[src/inc/ueb_pkg.sv]
// Package with constants for the USB endpoint buffer controller.
package ueb_pkg;
  // ----------------------------------------------------------------
  // Register offsets.
  // ----------------------------------------------------------------
  localparam logic [7:0] UEB_OFS_CFG = 8'h00;
  localparam logic [7:0] UEB_OFS_INUSE = 8'h04;
  localparam logic [7:0] UEB_OFS_SKIP = 8'h08;
  localparam logic [7:0] UEB_OFS_INTST = 8'h0C;
  localparam logic [7:0] UEB_OFS_CLKCTRL = 8'h10;
  localparam logic [7:0] UEB_OFS_CLKST = 8'h14;
  localparam logic [7:0] UEB_OFS_DEVCMD = 8'h18;
  localparam logic [7:0] UEB_OFS_STARTEN = 8'h1C;
  localparam logic [7:0] UEB_OFS_EPSEL = 8'h20;
  localparam logic [7:0] UEB_OFS_EPCS = 8'h24;
  // ----------------------------------------------------------------
  // Field positions.
  // ----------------------------------------------------------------
  localparam int UEB_CS_ACTIVE = 31;
  localparam int UEB_CS_DISABLED = 30;
  localparam int UEB_CS_STALL = 29;
  localparam int UEB_CS_TOGGLE_RESET = 28;
  localparam int UEB_CS_TOGGLE_VALUE = 27;
  localparam int UEB_CS_BC_LSB = 16;
  localparam int UEB_CLK_FORCE_BIT = 0;
  localparam int UEB_CLK_EDGE_BIT = 1;
  localparam int UEB_START_BIT = 19;
  localparam int UEB_WAKE_IRQ_LINE = 30;
  localparam int UEB_PKT_SHIFT = 6;
  // ----------------------------------------------------------------
  // Timing.
  // ----------------------------------------------------------------
  localparam int UEB_CLK_MHZ = 100;
  localparam int UEB_SUSP_MS = 2;
  localparam int UEB_SUSP_CYC = UEB_SUSP_MS * 1000 * UEB_CLK_MHZ;
  localparam logic [1:0] UEB_RESP_OKAY = 2'b00;
  localparam logic [1:0] UEB_RESP_SLVERR = 2'b10;
endpackage : ueb_pkg

[src/hw/ueb_ep_slot.sv]
// One endpoint buffer slot: byte count, offset and active flag.
`timescale 1ns/100ps
module ueb_ep_slot
  import ueb_pkg::*;
#(
  parameter int BC_W = 10,
  parameter int OFS_W = 16
) (
  input wire logic aclk,
  input wire logic aresetn,
  input wire logic ce,
  input wire logic sw_wr,
  input wire logic sw_active,
  input wire logic [BC_W-1:0] sw_count,
  input wire logic [OFS_W-1:0] sw_offset,
  input wire logic pkt_done,
  input wire logic [BC_W-1:0] pkt_size,
  input wire logic pkt_short,
  input wire logic skip,
  output logic active,
  output logic [BC_W-1:0] byte_count,
  output logic [OFS_W-1:0] offset,
  output logic done_pulse
);
  logic [BC_W-1:0] bc_next;

  initial begin
    if (BC_W < 7 || BC_W > 16) $error("BC_W out of range");
  end

  assign bc_next = (pkt_size >= byte_count) ? '0 : byte_count - pkt_size;

  always_ff @(posedge aclk) begin
    if (!aresetn) begin
      active <= 1'b0;
      byte_count <= '0;
      offset <= '0;
      done_pulse <= 1'b0;
    end else if (ce) begin
      done_pulse <= 1'b0;
      if (sw_wr) begin
        active <= sw_active;
        byte_count <= sw_count;
        offset <= sw_offset;
      end else if (active && skip) begin
        active <= 1'b0;
      end else if (active && pkt_done) begin
        byte_count <= bc_next;
        offset <= offset + OFS_W'(pkt_size >> UEB_PKT_SHIFT);
        // finish on zero or short packet.
        if (bc_next == '0 || pkt_short) begin
          active <= 1'b0;
          done_pulse <= 1'b1;
        end
      end
    end
  end

  // ----------------------------------------------------------------
  // Checks.
  // ----------------------------------------------------------------
  property p_count_down;
    @(posedge aclk) disable iff (!aresetn)
    ce && active && pkt_done && !sw_wr && !skip && pkt_size < byte_count
    |=> byte_count == $past(byte_count) - $past(pkt_size);
  endproperty
  a_count_down: assert property (p_count_down) else $error("count not reduced");

  property p_finish;
    @(posedge aclk) disable iff (!aresetn)
    ce && active && pkt_done && !sw_wr && !skip && (pkt_short || pkt_size >= byte_count)
    |=> !active && done_pulse;
  endproperty
  a_finish: assert property (p_finish) else $error("buffer not finished");
endmodule : ueb_ep_slot

[src/hw/ueb_top.sv]
// Endpoint buffer control, suspend clock request and AXI4-Lite registers.
`timescale 1ns/100ps
// How it works
// - Config bit zero: single buffer, in-use bit picks the entry.
// - Active buffer keeps moving packets until byte count hits zero.
// - At zero count, clear active and set endpoint interrupt status.
// - Skip bit deactivates an active buffer early.
// - Config bit one: double buffer with entries zero and one.
// - In-use bit names buffer for the next token.
// - Finishing a buffer (zero count or short packet) in double mode toggles the in-use bit.
// - Software write to in-use bit forces that buffer.
// - STALL only when enabled, not active and stall set.
// - Clock force zero: clock request driven automatically.
// - Clock request drops 2 ms after suspend; status shows zero.
// - Control bit one: wake event on clock request rising edge.
// - Wake event goes out on interrupt line 30.
// - Start enable bit 19 makes clock request a wake source.
// - Remote wake: force clock, clear suspend, wait, release force.
// - Each good packet decrements byte count by its size.
// - Short OUT packet clears active, leaves remaining count.
// - Each good packet advances offset by size divided by 64.
module ueb_top
  import ueb_pkg::*;
#(
  parameter int NUM_EP = 4,
  parameter int BC_W = 10,
  parameter int SUSP_CYC = UEB_SUSP_CYC
) (
  input wire logic aclk,
  input wire logic aresetn,
  input wire logic ce,
  input wire logic [7:0] s_axi_awaddr,
  input wire logic s_axi_awvalid,
  output logic s_axi_awready,
  input wire logic [31:0] s_axi_wdata,
  input wire logic [3:0] s_axi_wstrb,
  input wire logic s_axi_wvalid,
  output logic s_axi_wready,
  output logic [1:0] s_axi_bresp,
  output logic s_axi_bvalid,
  input wire logic s_axi_bready,
  input wire logic [7:0] s_axi_araddr,
  input wire logic s_axi_arvalid,
  output logic s_axi_arready,
  output logic [31:0] s_axi_rdata,
  output logic [1:0] s_axi_rresp,
  output logic s_axi_rvalid,
  input wire logic s_axi_rready,
  input wire logic token_valid,
  input wire logic [1:0] token_ep,
  input wire logic pkt_done,
  input wire logic [BC_W-1:0] pkt_size,
  input wire logic pkt_short,
  input wire logic bus_suspend,
  input wire logic bus_activity,
  output logic stall_hs,
  output logic [1:0] buf_sel,
  output logic clock_request,
  output logic [31:0] irq_lines,
  output logic wake_request
);
  localparam int NB = 2 * NUM_EP;

  initial begin
    if (NUM_EP < 1 || NUM_EP > 4 || BC_W < 7 || BC_W > 11) $error("NUM_EP or BC_W out of range");
  end

  // ----------------------------------------------------------------
  // Register state.
  // ----------------------------------------------------------------
  logic [NUM_EP-1:0] cfg_double_reg;
  logic [NUM_EP-1:0] in_use_reg;
  logic [NB-1:0] int_status_reg;
  logic [NB-1:0] disabled_reg;
  logic [NB-1:0] stall_reg;
  logic [NB-1:0] toggle_reg;
  logic [1:0] usb_clock_control_reg;
  logic device_suspend;
  logic start_enable;
  logic [2:0] ep_sel_reg;
  logic [31:0] susp_cnt_reg;
  logic need_clk_q;

  logic [NB-1:0] slot_active;
  logic [NB-1:0] slot_done;
  logic [BC_W-1:0] slot_bc [NB];
  logic [15:0] slot_ofs [NB];

  // ----------------------------------------------------------------
  // AXI4-Lite write channel.
  // ----------------------------------------------------------------
  logic aw_held, w_held;
  logic [7:0] aw_addr;
  logic [31:0] w_data;
  logic [3:0] w_strb;
  logic wr_go;

  assign wr_go = aw_held && w_held && !s_axi_bvalid;

  always_ff @(posedge aclk) begin
    if (!aresetn) begin
      aw_held <= 1'b0;
      w_held <= 1'b0;
      aw_addr <= 8'h00;
      w_data <= 32'h0000_0000;
      w_strb <= 4'h0;
      s_axi_awready <= 1'b0;
      s_axi_wready <= 1'b0;
      s_axi_bvalid <= 1'b0;
      s_axi_bresp <= UEB_RESP_OKAY;
    end else if (ce) begin
      s_axi_awready <= !aw_held && !s_axi_awready && s_axi_awvalid;
      s_axi_wready <= !w_held && !s_axi_wready && s_axi_wvalid;
      if (s_axi_awvalid && s_axi_awready) begin
        aw_held <= 1'b1;
        aw_addr <= s_axi_awaddr;
      end
      if (s_axi_wvalid && s_axi_wready) begin
        w_held <= 1'b1;
        w_data <= s_axi_wdata;
        w_strb <= s_axi_wstrb;
      end
      if (wr_go) begin
        aw_held <= 1'b0;
        w_held <= 1'b0;
        s_axi_bvalid <= 1'b1;
        s_axi_bresp <= (aw_addr > UEB_OFS_EPCS || aw_addr[1:0] != 2'b00) ?
                       UEB_RESP_SLVERR : UEB_RESP_OKAY;
      end else if (s_axi_bready) begin
        s_axi_bvalid <= 1'b0;
      end
    end
  end

  function automatic logic wr_hit(input logic [7:0] ofs);
    wr_hit = wr_go && aw_addr == ofs && w_strb == 4'hF;
  endfunction : wr_hit

  // ----------------------------------------------------------------
  // Endpoint buffers.
  // ----------------------------------------------------------------
  logic [2:0] tok_slot;
  logic tok_slot_active;
  assign tok_slot = {token_ep, in_use_reg[token_ep]};
  assign tok_slot_active = slot_active[tok_slot];

  genvar gi;
  generate
    for (gi = 0; gi < NB; gi++) begin : g_slot
      logic sel_wr;
      logic skip_hit;
      assign sel_wr = wr_go && aw_addr == UEB_OFS_EPCS && w_strb == 4'hF && ep_sel_reg == 3'(gi);
      assign skip_hit = wr_go && aw_addr == UEB_OFS_SKIP && w_strb == 4'hF && w_data[gi/2] &&
                        in_use_reg[gi/2] == 1'(gi % 2);
      ueb_ep_slot #(.BC_W(BC_W), .OFS_W(16)) u_slot (
        .aclk(aclk),
        .aresetn(aresetn),
        .ce(ce),
        .sw_wr(sel_wr),
        .sw_active(w_data[UEB_CS_ACTIVE]),
        .sw_count(w_data[UEB_CS_BC_LSB +: BC_W]),
        .sw_offset(w_data[15:0]),
        .pkt_done(pkt_done && tok_slot == 3'(gi)),
        .pkt_size(pkt_size),
        .pkt_short(pkt_short),
        .skip(skip_hit),
        .active(slot_active[gi]),
        .byte_count(slot_bc[gi]),
        .offset(slot_ofs[gi]),
        .done_pulse(slot_done[gi])
      );
    end
  endgenerate

  // Buffer selection, status flags and endpoint flags.
  always_ff @(posedge aclk) begin
    if (!aresetn) begin
      cfg_double_reg <= '0;
      in_use_reg <= '0;
      int_status_reg <= '0;
      disabled_reg <= '0;
      stall_reg <= '0;
      toggle_reg <= '0;
      ep_sel_reg <= 3'h0;
    end else if (ce) begin
      if (wr_hit(UEB_OFS_CFG)) cfg_double_reg <= w_data[NUM_EP-1:0];
      if (wr_hit(UEB_OFS_EPSEL)) ep_sel_reg <= w_data[2:0];
      if (wr_hit(UEB_OFS_EPCS)) begin
        disabled_reg[ep_sel_reg] <= w_data[UEB_CS_DISABLED];
        stall_reg[ep_sel_reg] <= w_data[UEB_CS_STALL];
        if (w_data[UEB_CS_TOGGLE_RESET])
          toggle_reg[ep_sel_reg] <= w_data[UEB_CS_TOGGLE_VALUE];
      end
      if (wr_hit(UEB_OFS_INUSE)) begin
        in_use_reg <= w_data[NUM_EP-1:0];
      end else begin
        for (int e = 0; e < NUM_EP; e++) begin
          if (cfg_double_reg[e] && slot_done[{e[1:0], in_use_reg[e]}])
            in_use_reg[e] <= !in_use_reg[e];
        end
      end
      // sticky status, set wins over clear.
      int_status_reg <= (wr_hit(UEB_OFS_INTST) ? int_status_reg & ~w_data[NB-1:0] :
                         int_status_reg) | slot_done;
      if (pkt_done && tok_slot_active) toggle_reg[tok_slot] <= !toggle_reg[tok_slot];
    end
  end

  always_ff @(posedge aclk) begin
    if (!aresetn) begin
      stall_hs <= 1'b0;
      buf_sel <= 2'b00;
    end else if (ce) begin
      stall_hs <= token_valid && !disabled_reg[tok_slot] && !tok_slot_active &&
                  stall_reg[tok_slot];
      buf_sel <= {token_valid, in_use_reg[token_ep]};
    end
  end

  // ----------------------------------------------------------------
  // Suspend and clock request.
  // ----------------------------------------------------------------
  always_ff @(posedge aclk) begin
    if (!aresetn) begin
      usb_clock_control_reg <= 2'b00;
      device_suspend <= 1'b0;
      start_enable <= 1'b0;
      susp_cnt_reg <= '0;
      clock_request <= 1'b1;
      need_clk_q <= 1'b1;
      irq_lines <= 32'h0000_0000;
      wake_request <= 1'b0;
    end else if (ce) begin
      if (wr_hit(UEB_OFS_CLKCTRL)) usb_clock_control_reg <= w_data[1:0];
      if (wr_hit(UEB_OFS_STARTEN)) start_enable <= w_data[UEB_START_BIT];
      // software may clear suspend for remote wake.
      if (bus_suspend) device_suspend <= 1'b1;
      else if (wr_hit(UEB_OFS_DEVCMD)) device_suspend <= w_data[0];
      else if (bus_activity) device_suspend <= 1'b0;
      if (!device_suspend || bus_activity) susp_cnt_reg <= '0;
      else if (susp_cnt_reg < 32'(SUSP_CYC)) susp_cnt_reg <= susp_cnt_reg + 32'h1;
      clock_request <= usb_clock_control_reg[UEB_CLK_FORCE_BIT] || bus_activity ||
                       !(device_suspend && susp_cnt_reg >= 32'(SUSP_CYC));
      need_clk_q <= clock_request;
      irq_lines[UEB_WAKE_IRQ_LINE] <= usb_clock_control_reg[UEB_CLK_EDGE_BIT] ?
                                      clock_request && !need_clk_q : clock_request;
      wake_request <= start_enable && clock_request && !need_clk_q;
    end
  end

  // ----------------------------------------------------------------
  // AXI4-Lite read channel.
  // ----------------------------------------------------------------
  logic [31:0] rd_val;
  always_comb begin
    rd_val = 32'h0000_0000;
    unique case (s_axi_araddr)
      UEB_OFS_CFG: rd_val[NUM_EP-1:0] = cfg_double_reg;
      UEB_OFS_INUSE: rd_val[NUM_EP-1:0] = in_use_reg;
      UEB_OFS_INTST: rd_val[NB-1:0] = int_status_reg;
      UEB_OFS_CLKCTRL: rd_val[1:0] = usb_clock_control_reg;
      UEB_OFS_CLKST: rd_val[0] = clock_request;
      UEB_OFS_DEVCMD: rd_val[0] = device_suspend;
      UEB_OFS_STARTEN: rd_val[UEB_START_BIT] = start_enable;
      UEB_OFS_EPSEL: rd_val[2:0] = ep_sel_reg;
      UEB_OFS_EPCS: begin
        rd_val[UEB_CS_ACTIVE] = slot_active[ep_sel_reg];
        rd_val[UEB_CS_DISABLED] = disabled_reg[ep_sel_reg];
        rd_val[UEB_CS_STALL] = stall_reg[ep_sel_reg];
        rd_val[UEB_CS_TOGGLE_VALUE] = toggle_reg[ep_sel_reg];
        rd_val[UEB_CS_BC_LSB +: BC_W] = slot_bc[ep_sel_reg];
        rd_val[15:0] = slot_ofs[ep_sel_reg];
      end
      default: rd_val = 32'h0000_0000;
    endcase
  end

  always_ff @(posedge aclk) begin
    if (!aresetn) begin
      s_axi_arready <= 1'b0;
      s_axi_rvalid <= 1'b0;
      s_axi_rdata <= 32'h0000_0000;
      s_axi_rresp <= UEB_RESP_OKAY;
    end else if (ce) begin
      s_axi_arready <= !s_axi_arready && !s_axi_rvalid && s_axi_arvalid;
      if (s_axi_arvalid && s_axi_arready) begin
        s_axi_rvalid <= 1'b1;
        s_axi_rdata <= rd_val;
        s_axi_rresp <= (s_axi_araddr > UEB_OFS_EPCS || s_axi_araddr[1:0] != 2'b00) ?
                       UEB_RESP_SLVERR : UEB_RESP_OKAY;
      end else if (s_axi_rready) begin
        s_axi_rvalid <= 1'b0;
      end
    end
  end

  // ----------------------------------------------------------------
  // Checks.
  // ----------------------------------------------------------------
  property p_stall;
    @(posedge aclk) disable iff (!aresetn)
    ce && token_valid && slot_active[tok_slot] |=> !stall_hs;
  endproperty
  a_stall: assert property (p_stall) else $error("stall while active");
  property p_done_sets_status;
    @(posedge aclk) disable iff (!aresetn)
    ce && |slot_done |=> (int_status_reg & $past(slot_done)) == $past(slot_done);
  endproperty
  a_done_sets_status: assert property (p_done_sets_status) else $error("status lost");
  for (genvar ge = 0; ge < NUM_EP; ge++) begin : g_chk
    property p_toggle_inuse;
      @(posedge aclk) disable iff (!aresetn)
      ce && cfg_double_reg[ge] && slot_done[{2'(ge), in_use_reg[ge]}] && !wr_hit(UEB_OFS_INUSE)
      |=> in_use_reg[ge] != $past(in_use_reg[ge]);
    endproperty
    a_toggle_inuse: assert property (p_toggle_inuse) else $error("no buffer switch");
  end
  property p_clkreq_force;
    @(posedge aclk) disable iff (!aresetn)
    ce && usb_clock_control_reg[0] |=> clock_request;
  endproperty
  a_clkreq_force: assert property (p_clkreq_force) else $error("forced clock dropped");
endmodule : ueb_top

[config.mk]
export PLATFORM = sky130hd
export DESIGN_NAME = ueb_top
export DESIGN_NICKNAME = d
export VERILOG_FILES = /design/src/inc/ueb_pkg.sv /design/src/hw/ueb_ep_slot.sv /design/src/hw/ueb_top.sv
export SDC_FILE = /design/constraint.sdc
export NUM_CORES = 1
export LEC_CHECK = 0
export ABC_CLOCK_PERIOD_IN_PS = 5300
export BUFFER_PORTS_ARGS = -buffer_cell sky130_fd_sc_hd__buf_2
export CORE_MARGIN = 1
export CORE_UTILIZATION = 32
export DETAILED_ROUTE_END_ITERATION = 8
export SYNTH_ARGS = -nofsm -noshare
export SYNTH_HDL_FRONTEND = slang
export SYNTH_SLANG_ARGS = --single-unit
[constraint.sdc]
create_clock -name aclk -period 5.3 [get_ports aclk]
set_input_delay 1.06 -clock aclk [delete_from_list [all_inputs] [get_ports aclk]]
set_output_delay 1.06 -clock aclk [all_outputs]
set_load 0.03 [all_outputs]
==> out/metrics.csv <==
stage,metric,value,unit
outcome,outcome,"complete, no violations",
clocking,cts-root-buf,clkbuf_16,
grt,grt-ovfl-total,0,
clocking,cts-hold-fix-buffers,0,
synthesis,yosys.area.top_type,dfxtp_1,
grt,grt.total_usage,22.1,%
timing,min_period,3.74,ns
worst_setup_path,cp_max_fo,21,
synthesis,synthTopCellsByArea,"dfxtp_1, a21oi_1, nand2_1",
floorplan,ioPinCount,155,
layout,syn2layout_area_growth,11.0,%
floorplan,start_util,32.3,%
timing,fmax,268,MHz
timing,slew_viol_final,0,
synthesis,syn_inst,3331,
floorplan,die_area,0.0825,mm²
layout,largest_reg_flops,128,
worst_setup_path,start_kind,register,
clocking,postCtsSetupRepairBufs,0,
place,port_buffers,118,
pwr,peakVddDrop,0.212,mV
floorplan,core-area,0.0805,mm²
clocking,clockBufferDepth,3,
timing,rsz0062_at_grt,no,
pwr,finalPower,6.89,mW
synthesis,synth_cell_types,97,
grt,grt_pass1_wl,141,mm
place,dp_slack,1.11,ns
timing,post-route-period-util,70.5,%
timing,timing.final.ws_setup,1.56,ns
layout,layout-drive-gt1-share,11.0,%
route,vias_per_cell,5.73,
worst_setup_path,worstPathRequired,5.81,ns
route,avgRoutedWirePerCell,21.1,µm
clocking,cts-resized-gates,0,
pwr,leakage,10.5,nW
timing,worst_slew_pin_slew,1.25,ns
worst_setup_path,critPathArrivalTime,4.25,ns
timing,slew_headroom,16.7,%
route,drt-initial-drc-count,2365,
grt,grt_pass1_vias,23100,
clocking,numCtsBuffers,47,
layout,fillerInstances,8378,
timing,hold_viol,0,
synthesis,async_reset_ff_share,0,%
synthesis,syn_area,0.0260,mm²
layout,nets,3526,
synthesis,yosysSeqAreaShare,30.2,%
worst_setup_path,end_kind,register,
place,place_congestion,0.947,
route,via_count,25300,
route,drc,0,
clocking,cts_tree,done,
place,placed_area,0.0273,mm²
synthesis,synth_commonest_cells,"nand2_1, nor2_1, dfxtp_1, a21oi_1, o21ai_0",
synthesis,synth.most_common_cell,nand2_1,
clocking,clock_latency,0.62,ns
pwr,p_per_area,239,mW/mm²
synthesis,synth.top_cell.area_share,30.2,%
grt,grt_max_degree,131,
route,detail-route-antenna-nets,0,
worst_hold_path,min_path_type,register to register,
synthesis,synthFlopType,dfxtp_1,
timing,tns,0,ns
grt,antenna_found_initial,0,
clocking,cts.htree.levels,2,
floorplan,num_rows,104,
floorplan,die_x,287,µm
synthesis,synth-edff-count,0,
route,drt_wl_total,93.2,mm
floorplan,die_y,287,µm
layout,fin_util,35.9,%
synthesis,postSynthRegisterBits,392,
synthesis,yosysWarnings,0,
timing,finClkSkew,0.0437,ns
place,dp_hpwl,66.7,mm
route,drt_pre_antenna_iters,8,
flow_run,maxCapViolCount,0,
synthesis,avgSynthCellArea,7.81,µm²
worst_setup_path,crit_type,register to register,
timing,setup_violations,0,
clocking,cts.sinks,392,
layout,postLayoutCellArea,0.0289,mm²
clocking,clkTransAtPathRegs,0.07,ns
power breakdown:
part,switching [mW],internal [mW]
Sequential,0.0251,2.96
Combinational,0.320,0.133
Clock,1.44,2.01
layout by cell type (no fill, tap or decap), types with 10 or more instances in the layout:
cell type	count
fa_1	16
conb_1	35
mux4_2	62
a221oi_1	18
or3_1	20
xnor2_1	40
dfxtp_1	390
o211ai_1	36
ha_1	114
o21ai_1	17
and3_1	41
o21ai_0	184
a21oi_1	320
nand2b_1	24
mux2i_1	63
nand4_1	42
a41oi_1	10
a22oi_1	24
buf_4	47
nor4_1	12
a31oi_1	24
nor2_1	391
nand3b_1	19
a311oi_1	29
a21o_1	37
clkbuf_16	48
o22ai_1	14
nand2_1	395
nor3b_1	22
inv_1	81
clkinv_2	13
and2_1	43
xor2_1	36
o31ai_1	15
o21a_1	25
buf_2	117
nor2b_1	43
nor3_1	115
nand3_1	117
a211oi_1	81
through the flow:
stage	instances	hold slack, ns
after global routing	4416	0.475
after CTS	4416	0.460
final	4417	0.455
after floorplan	3365	0.430
after global placement	4330	0.443
after detailed placement	4330	0.444
layout make-up:
type | instances | area [µm²] | area share (%)
Clock buffer | 57 | 1260 | 4.38
Inverter | 84 | 323 | 1.12
Timing Repair Buffer | 166 | 978 | 3.39
Multi-Input combinational cell | 2628 | 16800 | 58.1
Tap cell | 1060 | 1330 | 4.59
Sequential cell | 392 | 7860 | 27.2
Antenna cell | 1 | 2.50 | 0.00866
Clock inverter | 29 | 362 | 1.25
final timing paths:
kind | from | endpoint | slack [ns] | cells past startpoint
worst max register to register | aw_addr[3] | g_slot[0].u_slot.byte_count[1] | 1.56 | 7
worst max-delay path | aw_addr[3] | g_slot[0].u_slot.byte_count[1] | 1.56 | 7
worst min-delay path | w_strb[0] | w_strb[0] | 0.46 | 2
worst min register to register | w_strb[0] | w_strb[0] | 0.46 | 2
worst max-delay path, stage by stage (launching register included):
cell,delay [ns]
dfxtp_1,0.42
or4b_4,0.53
nor4_4,0.84
nand2_1,0.23
o21a_1,0.25
o21ai_2,0.97
a211oi_1,0.10
a211oi_1,0.28
logic make-up after synthesis:
family	Yosys count	share of synthesized area [%]
flops	392	30.2
mux	129	7.97
xor+xnor	76	2.56
compound gates	918	22.2
fa+ha+maj	130	6.71
simple gates	1340	24.3
other cells	1	0.0144
buf+inv	345	6.02
per-layer routing:
| metal | wire length (µm) | part of all wire, % | track usage, % |
|---|---|---|---|
| met3 | 6790 | 7.3 | 2.73 |
| met4 | 4230 | 4.5 | 9.55 |
| met2 | 41100 | 44 | 34.5 |
| met1 | 41100 | 44 | 30.3 |
| met5 | 0 | 0 | 0 |
Power figures use the tool's default switching activity.
